File: src/hdl/ntblp_pkg.sv
// Package for the bridge translation-table window and page-boundary interrupt bank.
// Assumes a 32-bit AXI4-Lite register bus and one clock domain.
package ntblp_pkg;

    // Register byte addresses on the AXI4-Lite bus.
    localparam logic [11:0] NTBLP_ADDR_INDEX    = 12'h050;
    localparam logic [11:0] NTBLP_ADDR_WINDOW   = 12'h054;
    localparam logic [11:0] NTBLP_ADDR_REQUEST  = 12'h058;
    localparam logic [11:0] NTBLP_ADDR_MASK     = 12'h060;
    localparam logic [11:0] NTBLP_ADDR_CONTROL  = 12'h080;
    localparam logic [11:0] NTBLP_ADDR_TBL_BASE = 12'h100;
    localparam logic [11:0] NTBLP_ADDR_TBL_LAST = 12'h1FF;

    // Bus geometry.
    localparam int          NTBLP_ADDR_W     = 12;
    localparam int          NTBLP_DATA_W     = 32;
    localparam int          NTBLP_ENTRIES    = 64;
    localparam int          NTBLP_PAGES      = 32;
    localparam logic [1:0]  NTBLP_RESP_OKAY   = 2'h0;
    localparam logic [1:0]  NTBLP_RESP_SLVERR = 2'h2;

    // Index register: byte offset in bits 7:0, entry number in bits 7:2.
    localparam logic [31:0] NTBLP_INDEX_MASK  = 32'h0000_00FF;
    localparam logic [31:0] NTBLP_INDEX_RESET = 32'h0000_0000;

    // Entry fields: valid bit 0, prefetchable bit 3, base 24:8 and 31:25.
    localparam int          NTBLP_ENTRY_VALID_BIT = 0;
    localparam int          NTBLP_ENTRY_PREF_BIT  = 3;
    localparam logic [31:0] NTBLP_ENTRY_FIXED_RW  = 32'hFE00_0009;
    localparam logic [31:0] NTBLP_ENTRY_FINE_RW   = 32'h01FF_FF00;
    localparam logic [31:0] NTBLP_ENTRY_RESET     = 32'h0000_0000;

    // Page-boundary request and mask resets.
    localparam logic [31:0] NTBLP_REQUEST_RESET = 32'h0000_0000;
    localparam logic [31:0] NTBLP_MASK_RESET    = 32'hFFFF_FFFF;

    // Control register fields.
    localparam int          NTBLP_CTRL_GRAN_BIT    = 0;
    localparam int          NTBLP_CTRL_REVERSE_BIT = 1;
    localparam int          NTBLP_CTRL_MSI_BIT     = 2;
    localparam logic [31:0] NTBLP_CTRL_MASK        = 32'h0000_0007;
    localparam logic [31:0] NTBLP_CTRL_RESET       = 32'h0000_0000;

    // One completed upstream transfer seen by the bridge core.
    typedef struct packed {
        logic       done;
        logic       last_dword;
        logic [4:0] page;
    } ntblp_page_event_type;

    // Interrupt delivery state.
    typedef enum logic [0:0] {
        NTBLP_IRQ_IDLE,
        NTBLP_IRQ_ACTIVE
    } ntblp_irq_state_type;

endpackage

File: src/hdl/ntblp_top.sv
// Translation-table index/data window and page-boundary interrupt request bank.
// Assumes an AXI4-Lite master for software, and a bridge core that reports each
// completed upstream transfer as a one-cycle event with its page number.
//
// Behaviour
// - An 8-bit read/write index selects the table entry by byte offset.
// - Entries are touched only by data window and table offset accesses, never by index writes.
// - A data window write stores valid, prefetch and base fields into the entry.
// - A data window read returns the entry selected by the index.
// - Entry bit 3 marks translated memory prefetchable when set.
// - With 256B granularity, entry bits 24:8 are writable base bits.
// - With 32MB granularity, entry bits 24:8 are reserved and read-only.
// - Bits 31:25 always writable; entries also appear at offsets 100h to 1FFh.
// - Request bit n belongs to page n+1 of the lower range half.
// - A completed transfer to a page's last doubleword sets its request bit.
// - Interrupt is raised while any request bit is set with its mask clear.
// - Forward bridge signals by legacy interrupt A pin or MSI.
// - Reverse bridge signals by INTA assert message or MSI.
// - Writing one clears a request bit, zero leaves it; requests reset to zero.
// - A set mask bit blocks its page's interrupt; masks reset all set.
//
// Our own choice: the AXI4-Lite slave port.
`timescale 1ns/1ps

module ntblp_top (
    input  wire logic                         aclk,
    input  wire logic                         aresetn,
    input  wire logic [11:0]                  s_axi_awaddr,
    input  wire logic [2:0]                   s_axi_awprot,
    input  wire logic                         s_axi_awvalid,
    output logic                              s_axi_awready,
    input  wire logic [31:0]                  s_axi_wdata,
    input  wire logic [3:0]                   s_axi_wstrb,
    input  wire logic                         s_axi_wvalid,
    output logic                              s_axi_wready,
    output logic [1:0]                        s_axi_bresp,
    output logic                              s_axi_bvalid,
    input  wire logic                         s_axi_bready,
    input  wire logic [11:0]                  s_axi_araddr,
    input  wire logic [2:0]                   s_axi_arprot,
    input  wire logic                         s_axi_arvalid,
    output logic                              s_axi_arready,
    output logic [31:0]                       s_axi_rdata,
    output logic [1:0]                        s_axi_rresp,
    output logic                              s_axi_rvalid,
    input  wire logic                         s_axi_rready,
    input  wire ntblp_pkg::ntblp_page_event_type page_event,
    output logic                              irq,
    output logic                              legacy_interrupt_a_pin_out,
    output logic                              legacy_interrupt_a_pin_oe_n,
    output logic                              inta_assert_msg,
    output logic                              inta_deassert_msg,
    output logic                              msi_request
);

    ////////////////////////////////////////////////////////////////////////////////
    // Storage.

    logic [31:0]                     index_reg;
    logic [31:0]                     mask_reg;
    logic [31:0]                     control_reg;
    logic [31:0]                     request_reg;
    logic [31:0]                     table_mem [ntblp_pkg::NTBLP_ENTRIES];
    logic                            aw_full;
    logic                            w_full;
    logic [11:0]                     aw_addr;
    logic [31:0]                     w_data;
    logic [3:0]                      w_strb;
    ntblp_pkg::ntblp_irq_state_type  irq_state;
    ntblp_pkg::ntblp_irq_state_type  next_irq_state;

    ////////////////////////////////////////////////////////////////////////////////
    // Write channel: address and data are held separately, in either order.

    wire aw_hs = s_axi_awvalid && s_axi_awready;
    wire w_hs  = s_axi_wvalid && s_axi_wready;
    wire do_write = aw_full && w_full && !s_axi_bvalid;

    assign s_axi_awready = !aw_full;
    assign s_axi_wready  = !w_full;

    // Byte lanes turned into a bit mask so every register honours wstrb.
    wire [31:0] strb_bits = {{8{w_strb[3]}}, {8{w_strb[2]}}, {8{w_strb[1]}}, {8{w_strb[0]}}};

    // Address decode for the held write.
    wire wr_index   = do_write && (aw_addr == ntblp_pkg::NTBLP_ADDR_INDEX);
    wire wr_window  = do_write && (aw_addr == ntblp_pkg::NTBLP_ADDR_WINDOW);
    wire wr_request = do_write && (aw_addr == ntblp_pkg::NTBLP_ADDR_REQUEST);
    wire wr_mask    = do_write && (aw_addr == ntblp_pkg::NTBLP_ADDR_MASK);
    wire wr_control = do_write && (aw_addr == ntblp_pkg::NTBLP_ADDR_CONTROL);
    wire wr_table   = do_write && (aw_addr >= ntblp_pkg::NTBLP_ADDR_TBL_BASE)
                               && (aw_addr <= ntblp_pkg::NTBLP_ADDR_TBL_LAST);
    wire wr_mapped  = wr_index || wr_window || wr_request || wr_mask || wr_control || wr_table;

    // Holding registers block a channel once its beat is taken and free it when the write is performed.
    always_ff @(posedge aclk) begin
        if (!aresetn) begin
            aw_full <= 1'b0;
            w_full  <= 1'b0;
            aw_addr <= 12'h000;
            w_data  <= 32'h0000_0000;
            w_strb  <= 4'h0;
        end else begin
            if (aw_hs) begin
                aw_full <= 1'b1;
                aw_addr <= {s_axi_awaddr[11:2], 2'b00};
            end else if (do_write) begin
                aw_full <= 1'b0;
            end
            if (w_hs) begin
                w_full <= 1'b1;
                w_data <= s_axi_wdata;
                w_strb <= s_axi_wstrb;
            end else if (do_write) begin
                w_full <= 1'b0;
            end
        end
    end

    // Write response one cycle after the write is performed.
    always_ff @(posedge aclk) begin
        if (!aresetn) begin
            s_axi_bvalid <= 1'b0;
            s_axi_bresp  <= ntblp_pkg::NTBLP_RESP_OKAY;
        end else if (do_write) begin
            s_axi_bvalid <= 1'b1;
            s_axi_bresp  <= wr_mapped ? ntblp_pkg::NTBLP_RESP_OKAY : ntblp_pkg::NTBLP_RESP_SLVERR;
        end else if (s_axi_bready) begin
            s_axi_bvalid <= 1'b0;
        end
    end

    ////////////////////////////////////////////////////////////////////////////////
    // Index, mask and control registers.

    wire gran_32mb = control_reg[ntblp_pkg::NTBLP_CTRL_GRAN_BIT];
    wire reverse   = control_reg[ntblp_pkg::NTBLP_CTRL_REVERSE_BIT];
    wire msi_en    = control_reg[ntblp_pkg::NTBLP_CTRL_MSI_BIT];

    // Index upper bits are never stored, so they read as zero.
    always_ff @(posedge aclk) begin
        if (!aresetn) begin
            index_reg   <= ntblp_pkg::NTBLP_INDEX_RESET;
            mask_reg    <= ntblp_pkg::NTBLP_MASK_RESET;
            control_reg <= ntblp_pkg::NTBLP_CTRL_RESET;
        end else begin
            if (wr_index) begin
                index_reg <= ((w_data & strb_bits) | (index_reg & ~strb_bits))
                             & ntblp_pkg::NTBLP_INDEX_MASK;
            end
            if (wr_mask) begin
                mask_reg <= (w_data & strb_bits) | (mask_reg & ~strb_bits);
            end
            if (wr_control) begin
                control_reg <= ((w_data & strb_bits) | (control_reg & ~strb_bits))
                               & ntblp_pkg::NTBLP_CTRL_MASK;
            end
        end
    end

    ////////////////////////////////////////////////////////////////////////////////
    // Translation table.

    // Fine base bits are writable only at 256B granularity; reserved bits never are.
    wire [31:0] entry_rw = gran_32mb ? ntblp_pkg::NTBLP_ENTRY_FIXED_RW
                                     : (ntblp_pkg::NTBLP_ENTRY_FIXED_RW
                                        | ntblp_pkg::NTBLP_ENTRY_FINE_RW);
    wire [5:0]  window_sel = index_reg[7:2];
    wire [5:0]  direct_sel = aw_addr[7:2];
    // The window writes only on its own access; an index write never reaches here.
    wire        tbl_we  = wr_window || wr_table;
    wire [5:0]  tbl_sel = wr_window ? window_sel : direct_sel;
    wire [31:0] tbl_wmask = strb_bits & entry_rw;

    // One entry per loop step; bit 3 carries the prefetchable attribute as written.
    generate
        for (genvar e = 0; e < ntblp_pkg::NTBLP_ENTRIES; e++) begin : g_entry
            always_ff @(posedge aclk) begin
                if (!aresetn) begin
                    table_mem[e] <= ntblp_pkg::NTBLP_ENTRY_RESET;
                end else if (tbl_we && (tbl_sel == 6'(e))) begin
                    table_mem[e] <= (w_data & tbl_wmask) | (table_mem[e] & ~tbl_wmask);
                end
            end
        end
    endgenerate

    ////////////////////////////////////////////////////////////////////////////////
    // Page-boundary requests.

    // Only a completed transfer that hits the final doubleword counts.
    wire        page_hit = page_event.done && page_event.last_dword;
    wire [31:0] clr_bits = wr_request ? (w_data & strb_bits) : 32'h0000_0000;

    // Bit n is page n+1; a new event beats a clear in the same cycle.
    generate
        for (genvar p = 0; p < ntblp_pkg::NTBLP_PAGES; p++) begin : g_page
            wire set_bit = page_hit && (page_event.page == 5'(p));
            always_ff @(posedge aclk) begin
                if (!aresetn) begin
                    request_reg[p] <= ntblp_pkg::NTBLP_REQUEST_RESET[p];
                end else if (set_bit) begin
                    request_reg[p] <= 1'b1;
                end else if (clr_bits[p]) begin
                    request_reg[p] <= 1'b0;
                end
            end
        end
    endgenerate

    ////////////////////////////////////////////////////////////////////////////////
    // Interrupt generation and delivery.

    assign irq = |(request_reg & ~mask_reg);

    // Delivery follows the level: one event on entry, and one on exit for the INTA messages only.
    always_comb begin
        next_irq_state = irq_state;
        case (irq_state)
            ntblp_pkg::NTBLP_IRQ_IDLE: begin
                if (irq) begin
                    next_irq_state = ntblp_pkg::NTBLP_IRQ_ACTIVE;
                end
            end
            ntblp_pkg::NTBLP_IRQ_ACTIVE: begin
                if (!irq) begin
                    next_irq_state = ntblp_pkg::NTBLP_IRQ_IDLE;
                end
            end
            default: begin
                next_irq_state = ntblp_pkg::NTBLP_IRQ_IDLE;
            end
        endcase
    end

    wire rising  = (irq_state == ntblp_pkg::NTBLP_IRQ_IDLE) && irq;
    wire falling = (irq_state == ntblp_pkg::NTBLP_IRQ_ACTIVE) && !irq;

    // Pulses and pin drive are registered so the secondary side sees clean edges.
    always_ff @(posedge aclk) begin
        if (!aresetn) begin
            irq_state                   <= ntblp_pkg::NTBLP_IRQ_IDLE;
            legacy_interrupt_a_pin_oe_n <= 1'b1;
            inta_assert_msg             <= 1'b0;
            inta_deassert_msg           <= 1'b0;
            msi_request                 <= 1'b0;
        end else begin
            irq_state                   <= next_irq_state;
            legacy_interrupt_a_pin_oe_n <= !(irq && !reverse && !msi_en);
            inta_assert_msg             <= rising && reverse && !msi_en;
            inta_deassert_msg           <= falling && reverse && !msi_en;
            msi_request                 <= rising && msi_en;
        end
    end

    // Open-drain pin only ever pulls low.
    assign legacy_interrupt_a_pin_out = 1'b0;

    ////////////////////////////////////////////////////////////////////////////////
    // Read channel: one read at a time, answered the cycle after it is taken.

    assign s_axi_arready = !s_axi_rvalid;
    wire        ar_hs   = s_axi_arvalid && s_axi_arready;
    wire [11:0] rd_addr = {s_axi_araddr[11:2], 2'b00};
    wire        rd_tbl  = (rd_addr >= ntblp_pkg::NTBLP_ADDR_TBL_BASE)
                       && (rd_addr <= ntblp_pkg::NTBLP_ADDR_TBL_LAST);
    // Reserved entry bits, and fine base bits at 32MB, read as zero.
    wire [31:0] win_data = table_mem[window_sel] & entry_rw;
    wire [31:0] tbl_data = table_mem[rd_addr[7:2]] & entry_rw;

    logic [31:0] rd_mux;
    logic        rd_ok;

    // Read data select.
    always_comb begin
        rd_ok  = 1'b1;
        rd_mux = 32'h0000_0000;
        if (rd_tbl) begin
            rd_mux = tbl_data;
        end else begin
            case (rd_addr)
                ntblp_pkg::NTBLP_ADDR_INDEX:   rd_mux = index_reg;
                ntblp_pkg::NTBLP_ADDR_WINDOW:  rd_mux = win_data;
                ntblp_pkg::NTBLP_ADDR_REQUEST: rd_mux = request_reg;
                ntblp_pkg::NTBLP_ADDR_MASK:    rd_mux = mask_reg;
                ntblp_pkg::NTBLP_ADDR_CONTROL: rd_mux = control_reg;
                default:                       rd_ok  = 1'b0;
            endcase
        end
    end

    // Read data is registered; rvalid holds until rready.
    always_ff @(posedge aclk) begin
        if (!aresetn) begin
            s_axi_rvalid <= 1'b0;
            s_axi_rdata  <= 32'h0000_0000;
            s_axi_rresp  <= ntblp_pkg::NTBLP_RESP_OKAY;
        end else if (ar_hs) begin
            s_axi_rvalid <= 1'b1;
            s_axi_rdata  <= rd_mux;
            s_axi_rresp  <= rd_ok ? ntblp_pkg::NTBLP_RESP_OKAY : ntblp_pkg::NTBLP_RESP_SLVERR;
        end else if (s_axi_rready) begin
            s_axi_rvalid <= 1'b0;
        end
    end

endmodule

File: config.mk
export PLATFORM = sky130hd
export DESIGN_NAME = ntblp_top
export DESIGN_NICKNAME = d
export VERILOG_FILES = /design/src/hdl/ntblp_pkg.sv /design/src/hdl/ntblp_top.sv
export SDC_FILE = /design/constraint.sdc
export NUM_CORES = 2
export LEC_CHECK = 0
export ABC_CLOCK_PERIOD_IN_PS = 5100
export BUFFER_PORTS_ARGS = -buffer_cell sky130_fd_sc_hd__buf_2
export CELL_PAD_IN_SITES_DETAIL_PLACEMENT = 1
export CELL_PAD_IN_SITES_GLOBAL_PLACEMENT = 2
export CORE_MARGIN = 2
export CORE_UTILIZATION = 45
export CTS_CLUSTER_SIZE = 25
export DETAILED_ROUTE_END_ITERATION = 8
export PLACE_DENSITY = 0.8
export SLEW_MARGIN = 20
export SYNTH_ARGS = -nofsm -noshare
export SYNTH_HDL_FRONTEND = slang
export SYNTH_SLANG_ARGS = --single-unit
File: constraint.sdc
create_clock -name aclk -period 5.1 [get_ports aclk]
set_input_delay 1.02 -clock aclk [delete_from_list [all_inputs] [get_ports aclk]]
set_output_delay 1.02 -clock aclk [all_outputs]
set_load 0.02 [all_outputs]
==> Word level (Yosys, flattened, before mapping) <==
Memory sizes are Yosys's and may differ from the RTL's. A register that Yosys moved wholly into a read port is not among the register bits.
Index checks and enable logic that the tools add are counted.
{ "totals": {"regBits": 166, "ram_bits": 2048, "inputBits": 80, "output_inout_bits": 47, "elab_cells": 880, "n_memories": 1} }
{ "memory_table": {"columns": ["name", "depth", "width", "read_ports", "rd_ports_with_merged_regs", "write_ports", "line_no", "rtl"], "rows": [
  ["table_mem", 64, 32, 66, 1, 64, "ntblp_top.sv:63", "logic [31:0] table_mem [ntblp_pkg::NTBLP_ENTRIES];"]
]} }
{ "op_classes": {"magnitude_cmp": 4, "eq_ne": 104, "n_mux": 340, "n_bitwise": 208, "reduce_logical": 173} }
{ "op_table": {"columns": ["cell", "n"], "rows": [
  ["$and 32x32->32", 71],
  ["$mux 32", 66],
  ["$or 32x32->32", 65],
  ["$mux 1", 267],
  ["$eq 6x6->1 const B", 32],
  ["$pmux 32 s5", 1],
  ["$logic_and 1x1->1", 119],
  ["$eq 6x5->1 const B", 16],
  ["$not 32->32", 3],
  ["$eq 10x5->1 const B", 8],
  ["$eq 5x5->1 const B", 16],
  ["$reduce_bool 2->1", 36],
  ["$or 1x1->1", 64],
  ["$eq 6x4->1 const B", 8],
  ["$eq 5x4->1 const B", 8],
  ["$reduce_or 32->1", 1],
  ["$mux 25", 1],
  ["$eq 6x3->1 const B", 4],
  ["$ge 12x9->1 const B", 2],
  ["$le 12x9->1 const B", 2],
  ["$eq 10x6->1 const B", 2],
  ["$eq 5x3->1 const B", 4],
  ["$mux 6", 3],
  ["$eq 6x2->1 const B", 2],
  ["14 further kinds", 28]
]} }

==> Depth between registers and ports, before layout <==
{ "depth": {"word_depth": 10, "depth_mapped": 13, "ltp_nobuf": 6} }

==> Worst setup path before layout <==
Ideal clock, no wire load.
{ "synth_path": {"path_type": "register to register", "startpoint": "register aw_addr[5]", "endpoint": "memory table_mem[37][0], enable pin", "setup_time_ns": 0.445, "arrival_ns": 3.932, "t_required_ns": 4.655, "path_slack_ns": 0.723, "path_stages_with_launch": 10, "cell_sequence": "dfxtp_1 clkbuf_1 nand4bb_4 or2_1 buf_2 or3_1 nor2_1 nor2_1 clkbuf_1 o21ai_0"} }
{ "synth_rtl": {"columns": ["element", "line_no", "rtl"], "rows": [
  ["start: declaration", "ntblp_top.sv:66", "logic [11:0] aw_addr;"],
  ["start signal: assignment", "ntblp_top.sv:106", "aw_addr <= {s_axi_awaddr[11:2], 2'b00};"],
  ["end: declaration", "ntblp_top.sv:63", null]
]} }

==> results.yml <==
yosys:
  ys.flop_type: "edfxtp_1"
  async_flop_share: 0
  synth_seq_cells: 1834
  avgSynthCellArea_um2: 12.1
  seq_area_frac_synth: 0.528
  synth_edf_count: 1664
  synth.cell_area_um2: 101000
  netlist-cell-type-count: 79
  syn_inst: 8379
  yosys_warnings: 0
hold_path:
  hold_depth: 3
  whs_endpoint: "w_data[18]"
  hold_class: "in -> reg"
  min_from: "s_axi_wdata[18]"
setup_path:
  worstSetupStartpointType: "flop"
  reg2reg_from: "aw_addr[11]"
  cp_data_arrival_time_ns: 5.16
  path_buf_inv: 1
  crit_path_end_kind: "flop"
  r2r_slack_ns: 0.64
  cpPeakStageDelay_ns: 0.88
  cp_slowest_cell: "nand2_2"
  crit_path_cell_trace: "nor3_1 > nand3_1 > buf_4 > or4_4 > a211oi_4 > nand2_2 > a21oi_1"
  cp.required_ns: 5.80
  cp_max_fo: 26
  criticalPathCategory: "reg -> reg"
  cp-startpoint: "aw_addr[11]"
  reg2reg_depth: 7
  r2r_end: "table_mem[14][31]"
  cp_top_family: "simple AND/OR/NAND/NOR gates"
finish:
  largest_register_ffs: 1664
  finalNonFillerCells: 11400
  regMostFlops: "table_mem"
  area_delta_synth_final_pct: 12.2
  fin_nets: 8363
  drive_gt1_frac: 0.226
cts:
  clkTransAtPathRegs_ns: 0.06
  cts_buffer_depth: 3
  post-cts-setup-buffer-count: 0
  cts_sinks: 1834
  cts-resized-gates: 0
  cts_made_buffers: 206
  hold_buffers: 0
  htreeDepth: 4
  tritoncts: "done"
  clock_latency_ns: 0.90
  ctsRootBufferMaster: "clkbuf_16"
grt:
  grt_pass1_wl_um: 617000
  grtUsageTotal: 0.380
  antenna_found_initial: 29
  grt_max_degree: 158
  gr-total-overflow: 0
  grt_pass1_vias: 80900
route:
  wl_per_cell_um: 38.6
  dr.pass1.iters: 7
  drc: 0
  finalWirelength_um: 442000
  drtIter0Drc: 12600
  ant_nets: 0
  vias: 81600
  avgViaCountPerCell: 7.13
pwr:
  ir_worst_vdd_v: 0.000400
  p_per_area_nw_per_um2: 313
  power.total_uw: 35500
  p_leak_uw: 0.0385
die:
  fp.dieH_um: 478
  start_util: 0.454
  dieWidth_um: 478
  fp.coreArea_um2: 223000
  row_count: 173
  dieArea_um2: 228000
  ioPinCount: 127
sta:
  setup_slack_ns: 0.639
  fmax_mhz: 224
  finalMaxSlewViolations: 0
  fin_worst_skew_ns: 0.0423
  relSlewSlack: 0.106
  setup_viol: 0
  timing.final.hold_violations: 0
  rsz0062_at_grt: "no"
  min_period_ns: 4.46
  tightest_slew_ns: 1.34
  fin_crit_sh: 0.875
place:
  place_inst: 11000
  place.gp.congestion: 1.07
  port-buffer-count: 113
  dp_slack_ns: 0.651
  dp.final_hpwl_um: 273000
outcome:
  outcome: "finished, final reports clean"
run:
  max_cap_violations: 0
report_power, final:
group | total [uW] | internal, uW | switching (uW)
registers | 17300 | 16900 | 446
clock network | 14700 | 8230 | 6520
logic | 3440 | 1170 | 2270
total | 35500 | 26300 | 9230
Yosys cell counts, types with 40 or more instances:
cell type / count / share of area
edfxtp_1: 1664 / 0.49
inv_1: 59 / 0.0022
mux4_2: 902 / 0.20
a221oi_1: 51 / 0.0044
nor2_1: 66 / 0.0025
clkbuf_1: 623 / 0.023
buf_2: 141 / 0.0070
nand2_1: 1784 / 0.066
a22oi_1: 94 / 0.0070
a21oi_1: 1797 / 0.089
nand2b_1: 152 / 0.0094
o211ai_1: 40 / 0.0030
dfxtp_1: 170 / 0.034
nand3_1: 59 / 0.0029
mux2i_1: 81 / 0.0080
buf_1: 55 / 0.0020
o22ai_1: 51 / 0.0032
o21ai_0: 208 / 0.010
worst reg2reg max path, delay by kind of cell (launching register included):
family / cells / cell delay, ns
compound gates: 2 / 1.22
buf+inv: 1 / 0.32
flops: 1 / 0.31
simple gates: 4 / 2.43
cell type report:
class                           count  area (um^2)
Fill cell                       22700       109000
Timing Repair Buffer              543         4500
Clock inverter                     97          831
Inverter                           64          254
Multi-Input combinational cell   5634        44900
Tap cell                         2975         3720
Clock buffer                      278         5610
Antenna cell                       19         47.5
Sequential cell                  1834        53400
per-stage QoR:
step / hold slack [ns] / area, um^2 / setup TNS, ns / utilization
6_report: 0.361 / 113000 / 0 / 0.509
3_3_place_gp: 0.440 / 107000 / -0.574 / 0.479
5_1_grt: 0.347 / 113000 / 0 / 0.509
2_1_floorplan: 0.423 / 101000 / 0 / -
4_1_cts: 0.334 / 113000 / 0 / 0.508
3_5_place_dp: 0.451 / 107000 / 0 / 0.479
layer usage:
layer / track usage / up-vias / share of wire
met1: 0.489 / 42100 / 0.36
li1: - / 32100 / -
met4: 0.248 / 22 / 0.078
met5: 0.0181 / - / 0.0012
met2: 0.564 / 5885 / 0.44
met3: 0.101 / 1418 / 0.12
cell usage in the layout (no fill, tap or decap), types with 37 or more instances in the layout:
cell type and instances:
buf_4 378, nor2_1 61, buf_2 109, buf_12 50, a22oi_1 94, a221oi_1 51, mux4_2 902, clkbuf_16 208
nand2b_1 150, o211ai_1 40, edfxtp_1 1664, o21ai_4 64, nand2_1 1759, clkbuf_1 55, clkinv_1 38, dfxtp_1 162
o21ai_0 144, inv_1 58, a21oi_1 1797, nand3_1 59, mux2i_1 81, a22o_1 37, o22ai_1 50
worst max path at each step:
stage                                    to  slack (ns)  cells after the start
after CTS                 table_mem[14][31]        0.73                      7
final                     table_mem[14][31]        0.64                      7
after floorplan            table_mem[37][0]        0.72                      9
after global routing      table_mem[14][12]        0.63                      7
after detailed placement    s_axi_rdata[19]        0.65                      9
after global placement      s_axi_rdata[20]       -0.57                      9
logic make-up after synthesis:
logic type / count (synthesis) / synth area share
compound gates: 2422 / 0.132
simple gates: 2213 / 0.0917
flops: 1834 / 0.528
mux: 996 / 0.211
buf+inv: 913 / 0.0368
other cells: 1 / 0.0000371
Power figures use the tool's default switching activity.
